$ cat config.mk
export PLATFORM = sky130hd
export DESIGN_NAME = ptt_timebase
export DESIGN_NICKNAME = d
export VERILOG_FILES = /design/src/logic/ptt_pkg.sv /design/src/logic/ptt_timebase.sv
export SDC_FILE = /design/constraint.sdc
export NUM_CORES = 1
export LEC_CHECK = 0
export BUFFER_PORTS_ARGS = -buffer_cell sky130_fd_sc_hd__buf_4
export CAP_MARGIN = 15
export CORE_UTILIZATION = 40
export DETAILED_ROUTE_END_ITERATION = 8
export PLACE_DENSITY = 0.63
export SLEW_MARGIN = 20
export SYNTH_ARGS = -nofsm -noshare
export SYNTH_HDL_FRONTEND = slang
export SYNTH_SLANG_ARGS = --single-unit
$ cat constraint.sdc
create_clock -name clk -period 7 [get_ports clk]
set_input_delay 0.35 -clock clk [delete_from_list [all_inputs] [get_ports clk]]
set_output_delay 0.35 -clock clk [all_outputs]
set_load 0.005 [all_outputs]
$ cat src/logic/ptt_pkg.sv
// Package with register map, field layout and tap table of the periodic timebase tick block
package ptt_pkg;

    // ==============================================================
    // Register map (byte addresses, one aligned word each)
    // ==============================================================
    localparam logic [7:0] CTRL_OFF = 8'h00;
    localparam logic [7:0] STAT_OFF = 8'h04;
    localparam logic [7:0] MASK_OFF = 8'h08;

    // ==============================================================
    // Control and status register field positions
    // ==============================================================
    localparam int EN_BIT = 1;
    localparam int TIE_BIT = 2;
    localparam int ACK_BIT = 3;
    localparam int TAP_LSB = 4;
    localparam int TAP_MSB = 6;
    localparam int FLAG_BIT = 7;
    localparam int STAT_TICK_BIT = 0;
    localparam logic [31:0] STAT_MASK_BITS = 32'h0000_0001;

    // ==============================================================
    // Reset values
    // ==============================================================
    localparam logic [2:0] TAP_RST = 3'h0;
    localparam logic [31:0] WORD_ZERO = 32'h0000_0000;

    // ==============================================================
    // Divider chain taps: counter bit whose rising edge marks a tick
    // ==============================================================
    // Codes 0..7 give dividers 32768, 8192, 2048, 128, 64, 32, 16, 8
    localparam logic [4:0] TAP_BIT_0 = 5'h0E;
    localparam logic [4:0] TAP_BIT_1 = 5'h0C;
    localparam logic [4:0] TAP_BIT_2 = 5'h0A;
    localparam logic [4:0] TAP_BIT_3 = 5'h06;
    localparam logic [4:0] TAP_BIT_4 = 5'h05;
    localparam logic [4:0] TAP_BIT_5 = 5'h04;
    localparam logic [4:0] TAP_BIT_6 = 5'h03;
    localparam logic [4:0] TAP_BIT_7 = 5'h02;
    // Extra divide-by-128 moves every tap up by seven stages
    localparam logic [4:0] DIV128_SHIFT = 5'h07;
    localparam int CNT_W_MIN = 22;

    // ==============================================================
    // AXI4-Lite responses
    // ==============================================================
    localparam logic [1:0] RESP_OKAY = 2'h0;
    localparam logic [1:0] RESP_SLVERR = 2'h2;

    // ==============================================================
    // Types
    // ==============================================================
    typedef enum logic [1:0] {
        SEL_CTRL = 2'b00,
        SEL_STAT = 2'b01,
        SEL_MASK = 2'b10,
        SEL_NONE = 2'b11
    } ptt_sel_type;

    typedef struct packed {
        logic [2:0] tap;
        logic tie;
        logic en;
    } ptt_ctrl_type;

    localparam ptt_ctrl_type CTRL_RST = '{tap: TAP_RST, tie: 1'b0, en: 1'b0};

endpackage

$ cat src/logic/ptt_timebase.sv
// Periodic timebase tick generator with AXI4-Lite register slave
`timescale 1ns/1ps

module ptt_timebase #(
    parameter int CNT_W = 22,
    parameter int ADDR_W = 8
) (
    // Clock and reset
    input wire logic clk,
    input wire logic sys_rst,
    // Low-power mode and configuration options
    input wire logic wait_mode,
    input wire logic stop_mode,
    input wire logic oscillator_keep_in_stop,
    input wire logic extra_div128_select,
    // AXI4-Lite write address
    input wire logic [ADDR_W-1:0] s_axi_awaddr,
    input wire logic s_axi_awvalid,
    output logic s_axi_awready,
    // AXI4-Lite write data
    input wire logic [31:0] s_axi_wdata,
    input wire logic [3:0] s_axi_wstrb,
    input wire logic s_axi_wvalid,
    output logic s_axi_wready,
    // AXI4-Lite write response
    output logic [1:0] s_axi_bresp,
    output logic s_axi_bvalid,
    input wire logic s_axi_bready,
    // AXI4-Lite read address
    input wire logic [ADDR_W-1:0] s_axi_araddr,
    input wire logic s_axi_arvalid,
    output logic s_axi_arready,
    // AXI4-Lite read data
    output logic [31:0] s_axi_rdata,
    output logic [1:0] s_axi_rresp,
    output logic s_axi_rvalid,
    input wire logic s_axi_rready,
    // Interrupt
    output logic irq
);

    // ==============================================================
    // Elaboration checks
    // ==============================================================
    if (CNT_W < ptt_pkg::CNT_W_MIN) begin : g_cnt_chk
        $error("CNT_W too small for the longest tap");
    end
    if (ADDR_W < 4) begin : g_addr_chk
        $error("ADDR_W too small for the register map");
    end

    // ==============================================================
    // Functions
    // ==============================================================
    // Address decode shared by the read and write paths
    function automatic ptt_pkg::ptt_sel_type decode(input logic [ADDR_W-1:0] addr);
        logic [7:0] a;
        a = 8'(addr);
        if (ADDR_W > 8 && (addr >> 8) != '0) begin
            decode = ptt_pkg::SEL_NONE;
        end else if (a == ptt_pkg::CTRL_OFF) begin
            decode = ptt_pkg::SEL_CTRL;
        end else if (a == ptt_pkg::STAT_OFF) begin
            decode = ptt_pkg::SEL_STAT;
        end else if (a == ptt_pkg::MASK_OFF) begin
            decode = ptt_pkg::SEL_MASK;
        end else begin
            decode = ptt_pkg::SEL_NONE;
        end
    endfunction

    // Counter bit watched for the tick, per tap code and prescale option
    function automatic logic [4:0] tap_bit(input logic [2:0] sel, input logic div128);
        logic [4:0] b;
        b = ptt_pkg::TAP_BIT_0;
        unique case (sel)
            3'h0: b = ptt_pkg::TAP_BIT_0;
            3'h1: b = ptt_pkg::TAP_BIT_1;
            3'h2: b = ptt_pkg::TAP_BIT_2;
            3'h3: b = ptt_pkg::TAP_BIT_3;
            3'h4: b = ptt_pkg::TAP_BIT_4;
            3'h5: b = ptt_pkg::TAP_BIT_5;
            3'h6: b = ptt_pkg::TAP_BIT_6;
            3'h7: b = ptt_pkg::TAP_BIT_7;
        endcase
        tap_bit = div128 ? 5'(b + ptt_pkg::DIV128_SHIFT) : b;
    endfunction

    // ==============================================================
    // State
    // ==============================================================
    logic aw_have_reg, aw_have_next;
    logic [ADDR_W-1:0] aw_addr_reg, aw_addr_next;
    logic w_have_reg, w_have_next;
    logic [31:0] w_data_reg, w_data_next;
    logic [3:0] w_strb_reg, w_strb_next;
    logic awready_reg, awready_next;
    logic wready_reg, wready_next;
    logic bvalid_reg, bvalid_next;
    logic [1:0] bresp_reg, bresp_next;
    logic arready_reg, arready_next;
    logic rvalid_reg, rvalid_next;
    logic [1:0] rresp_reg, rresp_next;
    logic [31:0] rdata_reg, rdata_next;
    ptt_pkg::ptt_ctrl_type ctrl_reg, ctrl_next;
    logic [CNT_W-1:0] cnt_reg, cnt_next;
    logic flag_reg, flag_next;
    logic [31:0] stat_reg, stat_next;
    logic [31:0] mask_reg, mask_next;
    logic irq_reg, irq_next;

    // Write strobes decoded from the bus, address selects and tick logic
    logic do_wr;
    logic ctrl_wr;
    logic ack_wr;
    logic stat_wr;
    logic mask_wr;
    logic ctrl_open;
    logic running;
    logic tick;
    logic [4:0] tbit;
    ptt_pkg::ptt_sel_type wsel;
    ptt_pkg::ptt_sel_type rsel;

    // ==============================================================
    // Bus write path
    // ==============================================================
    // Control register hides from the CPU in wait and stop mode
    assign ctrl_open = !wait_mode && !stop_mode;
    assign do_wr = aw_have_reg && w_have_reg && !bvalid_reg;
    assign wsel = decode(aw_addr_reg);
    assign ctrl_wr = do_wr && wsel == ptt_pkg::SEL_CTRL && w_strb_reg[0] && ctrl_open;
    assign ack_wr = ctrl_wr && w_data_reg[ptt_pkg::ACK_BIT];
    assign stat_wr = do_wr && wsel == ptt_pkg::SEL_STAT && w_strb_reg[0];
    assign mask_wr = do_wr && wsel == ptt_pkg::SEL_MASK && w_strb_reg[0];

    // Address and data are caught independently, in either order
    always_comb begin
        aw_have_next = aw_have_reg;
        aw_addr_next = aw_addr_reg;
        w_have_next = w_have_reg;
        w_data_next = w_data_reg;
        w_strb_next = w_strb_reg;
        bvalid_next = bvalid_reg;
        bresp_next = bresp_reg;
        if (s_axi_awvalid && awready_reg) begin
            aw_have_next = 1'b1;
            aw_addr_next = s_axi_awaddr;
        end
        if (s_axi_wvalid && wready_reg) begin
            w_have_next = 1'b1;
            w_data_next = s_axi_wdata;
            w_strb_next = s_axi_wstrb;
        end
        if (bvalid_reg && s_axi_bready) begin
            bvalid_next = 1'b0;
        end
        if (do_wr) begin
            aw_have_next = 1'b0;
            w_have_next = 1'b0;
            bvalid_next = 1'b1;
            bresp_next = (wsel == ptt_pkg::SEL_NONE) ? ptt_pkg::RESP_SLVERR : ptt_pkg::RESP_OKAY;
        end
        awready_next = !aw_have_next;
        wready_next = !w_have_next;
    end

    // ==============================================================
    // Bus read path
    // ==============================================================
    assign rsel = decode(s_axi_araddr);

    // Acknowledge is write-only, so its bit position always reads zero
    always_comb begin
        rvalid_next = rvalid_reg;
        rresp_next = rresp_reg;
        rdata_next = rdata_reg;
        if (rvalid_reg && s_axi_rready) begin
            rvalid_next = 1'b0;
        end
        if (s_axi_arvalid && arready_reg) begin
            rvalid_next = 1'b1;
            rresp_next = ptt_pkg::RESP_OKAY;
            rdata_next = ptt_pkg::WORD_ZERO;
            unique case (rsel)
                ptt_pkg::SEL_CTRL: begin
                    if (ctrl_open) begin
                        rdata_next[ptt_pkg::FLAG_BIT] = flag_reg;
                        rdata_next[ptt_pkg::TAP_MSB:ptt_pkg::TAP_LSB] = ctrl_reg.tap;
                        rdata_next[ptt_pkg::TIE_BIT] = ctrl_reg.tie;
                        rdata_next[ptt_pkg::EN_BIT] = ctrl_reg.en;
                    end
                end
                ptt_pkg::SEL_STAT: rdata_next = stat_reg;
                ptt_pkg::SEL_MASK: rdata_next = mask_reg;
                ptt_pkg::SEL_NONE: rresp_next = ptt_pkg::RESP_SLVERR;
            endcase
        end
        arready_next = !rvalid_next;
    end

    // ==============================================================
    // Control, counter and tick flag
    // ==============================================================
    // Clock is gated off in stop unless the oscillator is kept alive
    assign running = ctrl_reg.en && !(stop_mode && !oscillator_keep_in_stop);
    assign tbit = tap_bit(ctrl_reg.tap, extra_div128_select);

    always_comb begin
        ctrl_next = ctrl_reg;
        if (ctrl_wr) begin
            // Tap is stored as written; changing it while enabled may glitch one tick
            ctrl_next.tap = w_data_reg[ptt_pkg::TAP_MSB:ptt_pkg::TAP_LSB];
            ctrl_next.tie = w_data_reg[ptt_pkg::TIE_BIT];
            ctrl_next.en = w_data_reg[ptt_pkg::EN_BIT];
        end
        cnt_next = cnt_reg;
        if (!ctrl_reg.en) begin
            cnt_next = '0;
        end else if (running) begin
            cnt_next = cnt_reg + 1'b1;
        end
    end

    // Tick on the rising edge of the tap: half a period first, full periods after
    assign tick = running && !cnt_reg[tbit] && cnt_next[tbit];

    // Flags: a tick in the same cycle as a clear wins
    always_comb begin
        flag_next = flag_reg;
        if (ack_wr) begin
            flag_next = 1'b0;
        end
        if (tick) begin
            flag_next = 1'b1;
        end
        stat_next = stat_reg;
        if (stat_wr) begin
            stat_next = stat_reg & ~(w_data_reg & ptt_pkg::STAT_MASK_BITS);
        end
        if (tick) begin
            stat_next[ptt_pkg::STAT_TICK_BIT] = 1'b1;
        end
        mask_next = mask_reg;
        if (mask_wr) begin
            mask_next = w_data_reg & ptt_pkg::STAT_MASK_BITS;
        end
        // Level interrupt, also the periodic wakeup from stop
        irq_next = (flag_next && ctrl_next.tie) || ((stat_next & mask_next) != ptt_pkg::WORD_ZERO);
    end

    // ==============================================================
    // Registers
    // ==============================================================
    always_ff @(posedge clk or posedge sys_rst) begin
        if (sys_rst) begin
            aw_have_reg <= 1'b0;
            aw_addr_reg <= '0;
            w_have_reg <= 1'b0;
            w_data_reg <= ptt_pkg::WORD_ZERO;
            w_strb_reg <= 4'h0;
            awready_reg <= 1'b0;
            wready_reg <= 1'b0;
            bvalid_reg <= 1'b0;
            bresp_reg <= ptt_pkg::RESP_OKAY;
            arready_reg <= 1'b0;
            rvalid_reg <= 1'b0;
            rresp_reg <= ptt_pkg::RESP_OKAY;
            rdata_reg <= ptt_pkg::WORD_ZERO;
            ctrl_reg <= ptt_pkg::CTRL_RST;
            cnt_reg <= '0;
            flag_reg <= 1'b0;
            stat_reg <= ptt_pkg::WORD_ZERO;
            mask_reg <= ptt_pkg::WORD_ZERO;
            irq_reg <= 1'b0;
        end else begin
            aw_have_reg <= aw_have_next;
            aw_addr_reg <= aw_addr_next;
            w_have_reg <= w_have_next;
            w_data_reg <= w_data_next;
            w_strb_reg <= w_strb_next;
            awready_reg <= awready_next;
            wready_reg <= wready_next;
            bvalid_reg <= bvalid_next;
            bresp_reg <= bresp_next;
            arready_reg <= arready_next;
            rvalid_reg <= rvalid_next;
            rresp_reg <= rresp_next;
            rdata_reg <= rdata_next;
            ctrl_reg <= ctrl_next;
            cnt_reg <= cnt_next;
            flag_reg <= flag_next;
            stat_reg <= stat_next;
            mask_reg <= mask_next;
            irq_reg <= irq_next;
        end
    end

    // ==============================================================
    // Outputs
    // ==============================================================
    assign s_axi_awready = awready_reg;
    assign s_axi_wready = wready_reg;
    assign s_axi_bvalid = bvalid_reg;
    assign s_axi_bresp = bresp_reg;
    assign s_axi_arready = arready_reg;
    assign s_axi_rvalid = rvalid_reg;
    assign s_axi_rresp = rresp_reg;
    assign s_axi_rdata = rdata_reg;
    assign irq = irq_reg;

endmodule

==> flow_metrics.py <==
metrics = {
    "outcome": {
        "status": "finished clean",
    },
    "critical_path": {
        "cp-start-kind": "register",
        "timing.rr.end": "irq",
        "reg2reg_slack_ps": 3650,
        "criticalPathCategory": "reg -> reg",
        "critPathRequiredTime_ps": 7250,
        "critPathMaxFanout": 14,
        "rr_startpoint": "ctrl_reg[2]",
        "path_buf_inv": 1,
        "crit_slowest_cell": "dfrtp_1",
        "arrival_ps": 3600,
        "cp-end-kind": "register",
        "critPathMaxStageDelay_ps": 570,
        "path_cells": "and2b_4 -> inv_1 -> ha_1 -> nand2_1 -> and3_1 -> nor2_2 -> mux4_1 -> nor3_1 -> o311a_1 -> nand4_2 -> o221ai_2",
        "reg2regPathDepth": 11,
        "path_delay_family": "simple AND/OR/NAND/NOR gates",
    },
    "finish": {
        "post-route-util_pct": 47.8,
        "layout_common_cells": "dfrtp_1 (63), buf_4 (52), nand2_1 (35), conb_1 (27), mux2_2 (24)",
        "area_delta_synth_final_pct": 13.5,
        "n_fill_cell": 893,
        "nets": 519,
        "layout-drive-gt1-share_pct": 22.9,
        "layout_commonest_cell": "dfrtp_1",
        "layout.cells.non_filler": 584,
        "largest_reg_flops": 22,
        "final_cell_area_um2": 4500,
        "n_antenna_cell": 0,
    },
    "drt": {
        "drt_pre_antenna_iters": 4,
        "drtAntennaViolNets": 0,
        "wirelength_mm": 8.76,
        "route.detailed.drc": 0,
        "vias_per_cell": 5.41,
        "vias": 3160,
        "wl_per_cell_um": 15.0,
        "drt_iter0_markers": 173,
    },
    "global_route": {
        "grt_pass1_wl_mm": 14.6,
        "antenna_found_initial": 0,
        "overflow": 0,
        "grt_start_max_net_pins": 64,
        "grt_usage_pct": 18.2,
        "grt_pass1_vias": 3011,
    },
    "sta": {
        "rsz0062_at_grt": "false",
        "slew_headroom_pct": 46.8,
        "hold_viol": 0,
        "worstMarginPinSlew_ps": 798,
        "finClkSkew_ps": 11.8,
        "setup_viol": 0,
        "tns_ps": 0,
        "fin_crit_sh_pct": 47.8,
        "hold_slack_ps": 193,
        "finalCriticalPeriod_ps": 3350,
        "fmax_mhz": 299,
        "drv_slew": 0,
        "layout_setup_ws_ps": 3650,
    },
    "die": {
        "placementRows": 35,
        "fp.dieH_um": 102,
        "die_w_um": 102,
        "die-area_um2": 10300,
        "ios": 105,
        "start_util_pct": 42.1,
        "core_area_um2": 9420,
    },
    "power_and_ir_drop": {
        "vdd_drop_max_v": 0.000140,
        "powerDensity_nw_per_um2": 224,
        "power_mw": 1.01,
        "p_leak_nw": 1.96,
    },
    "run": {
        "cap_violations": 0,
    },
    "yosys": {
        "synth_flop_cell": "dfrtp_1",
        "async_flop_share_pct": 100,
        "synth_edf_count": 0,
        "synth_top_family_by_area": "simple AND/OR/NAND/NOR gates",
        "yosysSeqAreaShare_pct": 39.7,
        "synth_xor_area_share_pct": 4.45,
        "yosys_warnings": 0,
        "synth.avg_cell_area_um2": 9.61,
        "synthAdderAreaFrac_pct": 1.89,
        "synthCells": 413,
        "synth.distinct_cells": 67,
        "synth-compound-area-share_pct": 15.8,
        "ys_ff_latch": 63,
        "syn_area_um2": 3970,
        "synthSimpleGateAreaFrac_pct": 18.9,
        "synthMuxAreaShare_pct": 9.40,
    },
    "cts": {
        "path_clk_slew_ps": 80,
        "htree_levels": 3,
        "cts_setup_buffers": 0,
        "clock_sinks": 63,
        "clockBufferDepth": 2,
        "postCtsHoldBufs": 0,
        "worstSkewPairLatency_ps": 340,
        "cts_resized": 0,
        "cts-root-buf": "clkbuf_8",
        "cts_made_buffers": 9,
        "cts_tree": "yes",
    },
    "place": {
        "dp_slack_ps": 3430,
        "place_congestion": 0.842,
        "port_buffers": 49,
        "dp_cells": 568,
        "hpwl_mm": 6.09,
        "dpl_cell_area_um2": 4300,
    },
    "worst_hold_path": {
        "hold_path_depth": 2,
        "hold_path_end": "s_axi_bvalid",
        "worstHoldPathType": "in -> reg",
        "worstHoldStart": "s_axi_bready",
    },
}
[cells by family after synthesis]
logic type	after synthesis
flip-flops	63
multiplexers	31
buffers and inverters	71
AO/OA/AOI/OAI	84
AND/OR/NAND/NOR	139
XOR/XNOR	18
adder cells (fa/ha/maj)	6
other	1
[area by class of cell]
class / count / area (µm²) / share of cell area, %
Clock inverter: 5 / 57.6 / 1.28
Tap cell: 129 / 161 / 3.59
Clock buffer: 11 / 141 / 3.14
Timing Repair Buffer: 52 / 390 / 8.67
Multi-Input combinational cell: 305 / 2100 / 46.7
Inverter: 19 / 71.3 / 1.58
Sequential cell: 63 / 1580 / 35.0
[cells in the mapped netlist (all sizes together) (2+ instances only)]
library cell | instances | share of area (%)
o221ai | 2 | 0.60
nor2 | 14 | 1.3
nand4 | 11 | 1.9
ha | 6 | 1.9
mux2i | 5 | 1.3
a21boi | 6 | 1.1
a21o | 2 | 0.38
clkbuf | 14 | 1.3
nand3 | 13 | 1.6
a31oi | 2 | 0.32
o22ai | 3 | 0.47
a22o | 6 | 1.3
o32ai | 2 | 0.44
buf | 38 | 6.7
a2111oi | 2 | 0.60
a21oi | 8 | 1.0
and3 | 4 | 0.63
inv | 19 | 1.8
nand2 | 35 | 3.3
and4 | 4 | 0.88
o21ai | 18 | 2.3
or2 | 3 | 0.47
a22oi | 3 | 0.57
xnor2 | 11 | 2.4
nor4 | 7 | 1.1
nor3 | 12 | 1.5
nand2b | 5 | 0.79
nor2b | 5 | 0.79
o211ai | 5 | 1.1
a32oi | 2 | 0.44
or3 | 5 | 0.91
mux4 | 2 | 1.3
o21a | 2 | 0.38
or4 | 2 | 0.38
o31a | 2 | 0.44
mux2 | 24 | 6.8
xor2 | 7 | 2.0
and2 | 15 | 2.4
dfrtp | 63 | 40
nand3b | 2 | 0.38
o31ai | 6 | 1.3
[how the worst max path moves through the flow]
stage | slack, ps | cells after the start | from | to
floorplan | 4280 | 14 | ctrl_reg[3] | irq
global placement | 3460 | 11 | ctrl_reg[2] | irq
detailed placement | 3430 | 11 | ctrl_reg[2] | irq
CTS | 3390 | 11 | ctrl_reg[2] | irq
global route | 3420 | 11 | ctrl_reg[2] | irq
finish | 3650 | 11 | ctrl_reg[2] | irq
[power breakdown]
part	switching, mW	leakage [nW]	total (mW)	internal [mW]
Sequential	0.0428	0.817	0.479	0.436
Combinational	0.0972	1.04	0.202	0.105
Clock	0.152	0.103	0.327	0.175
Total	0.292	1.96	1.01	0.715
[worst register-to-register path, delay by kind of cell (launching register included)]
kind	cells	cell delay [ps]
buf+inv	1	60
fa+ha+maj	1	330
mux	1	410
compound gates	2	380
simple gates	6	1510
flops	1	570
[layer usage]
metal	track usage [%]	wire length (µm)	up-vias
met5	0	0	-
met4	4.01	29	0
met3	4.62	482	5
met2	30.8	4230	107
met1	23.3	4020	1534
li1	-	-	1514
No activity file was read; power rests on OpenSTA's default activity.
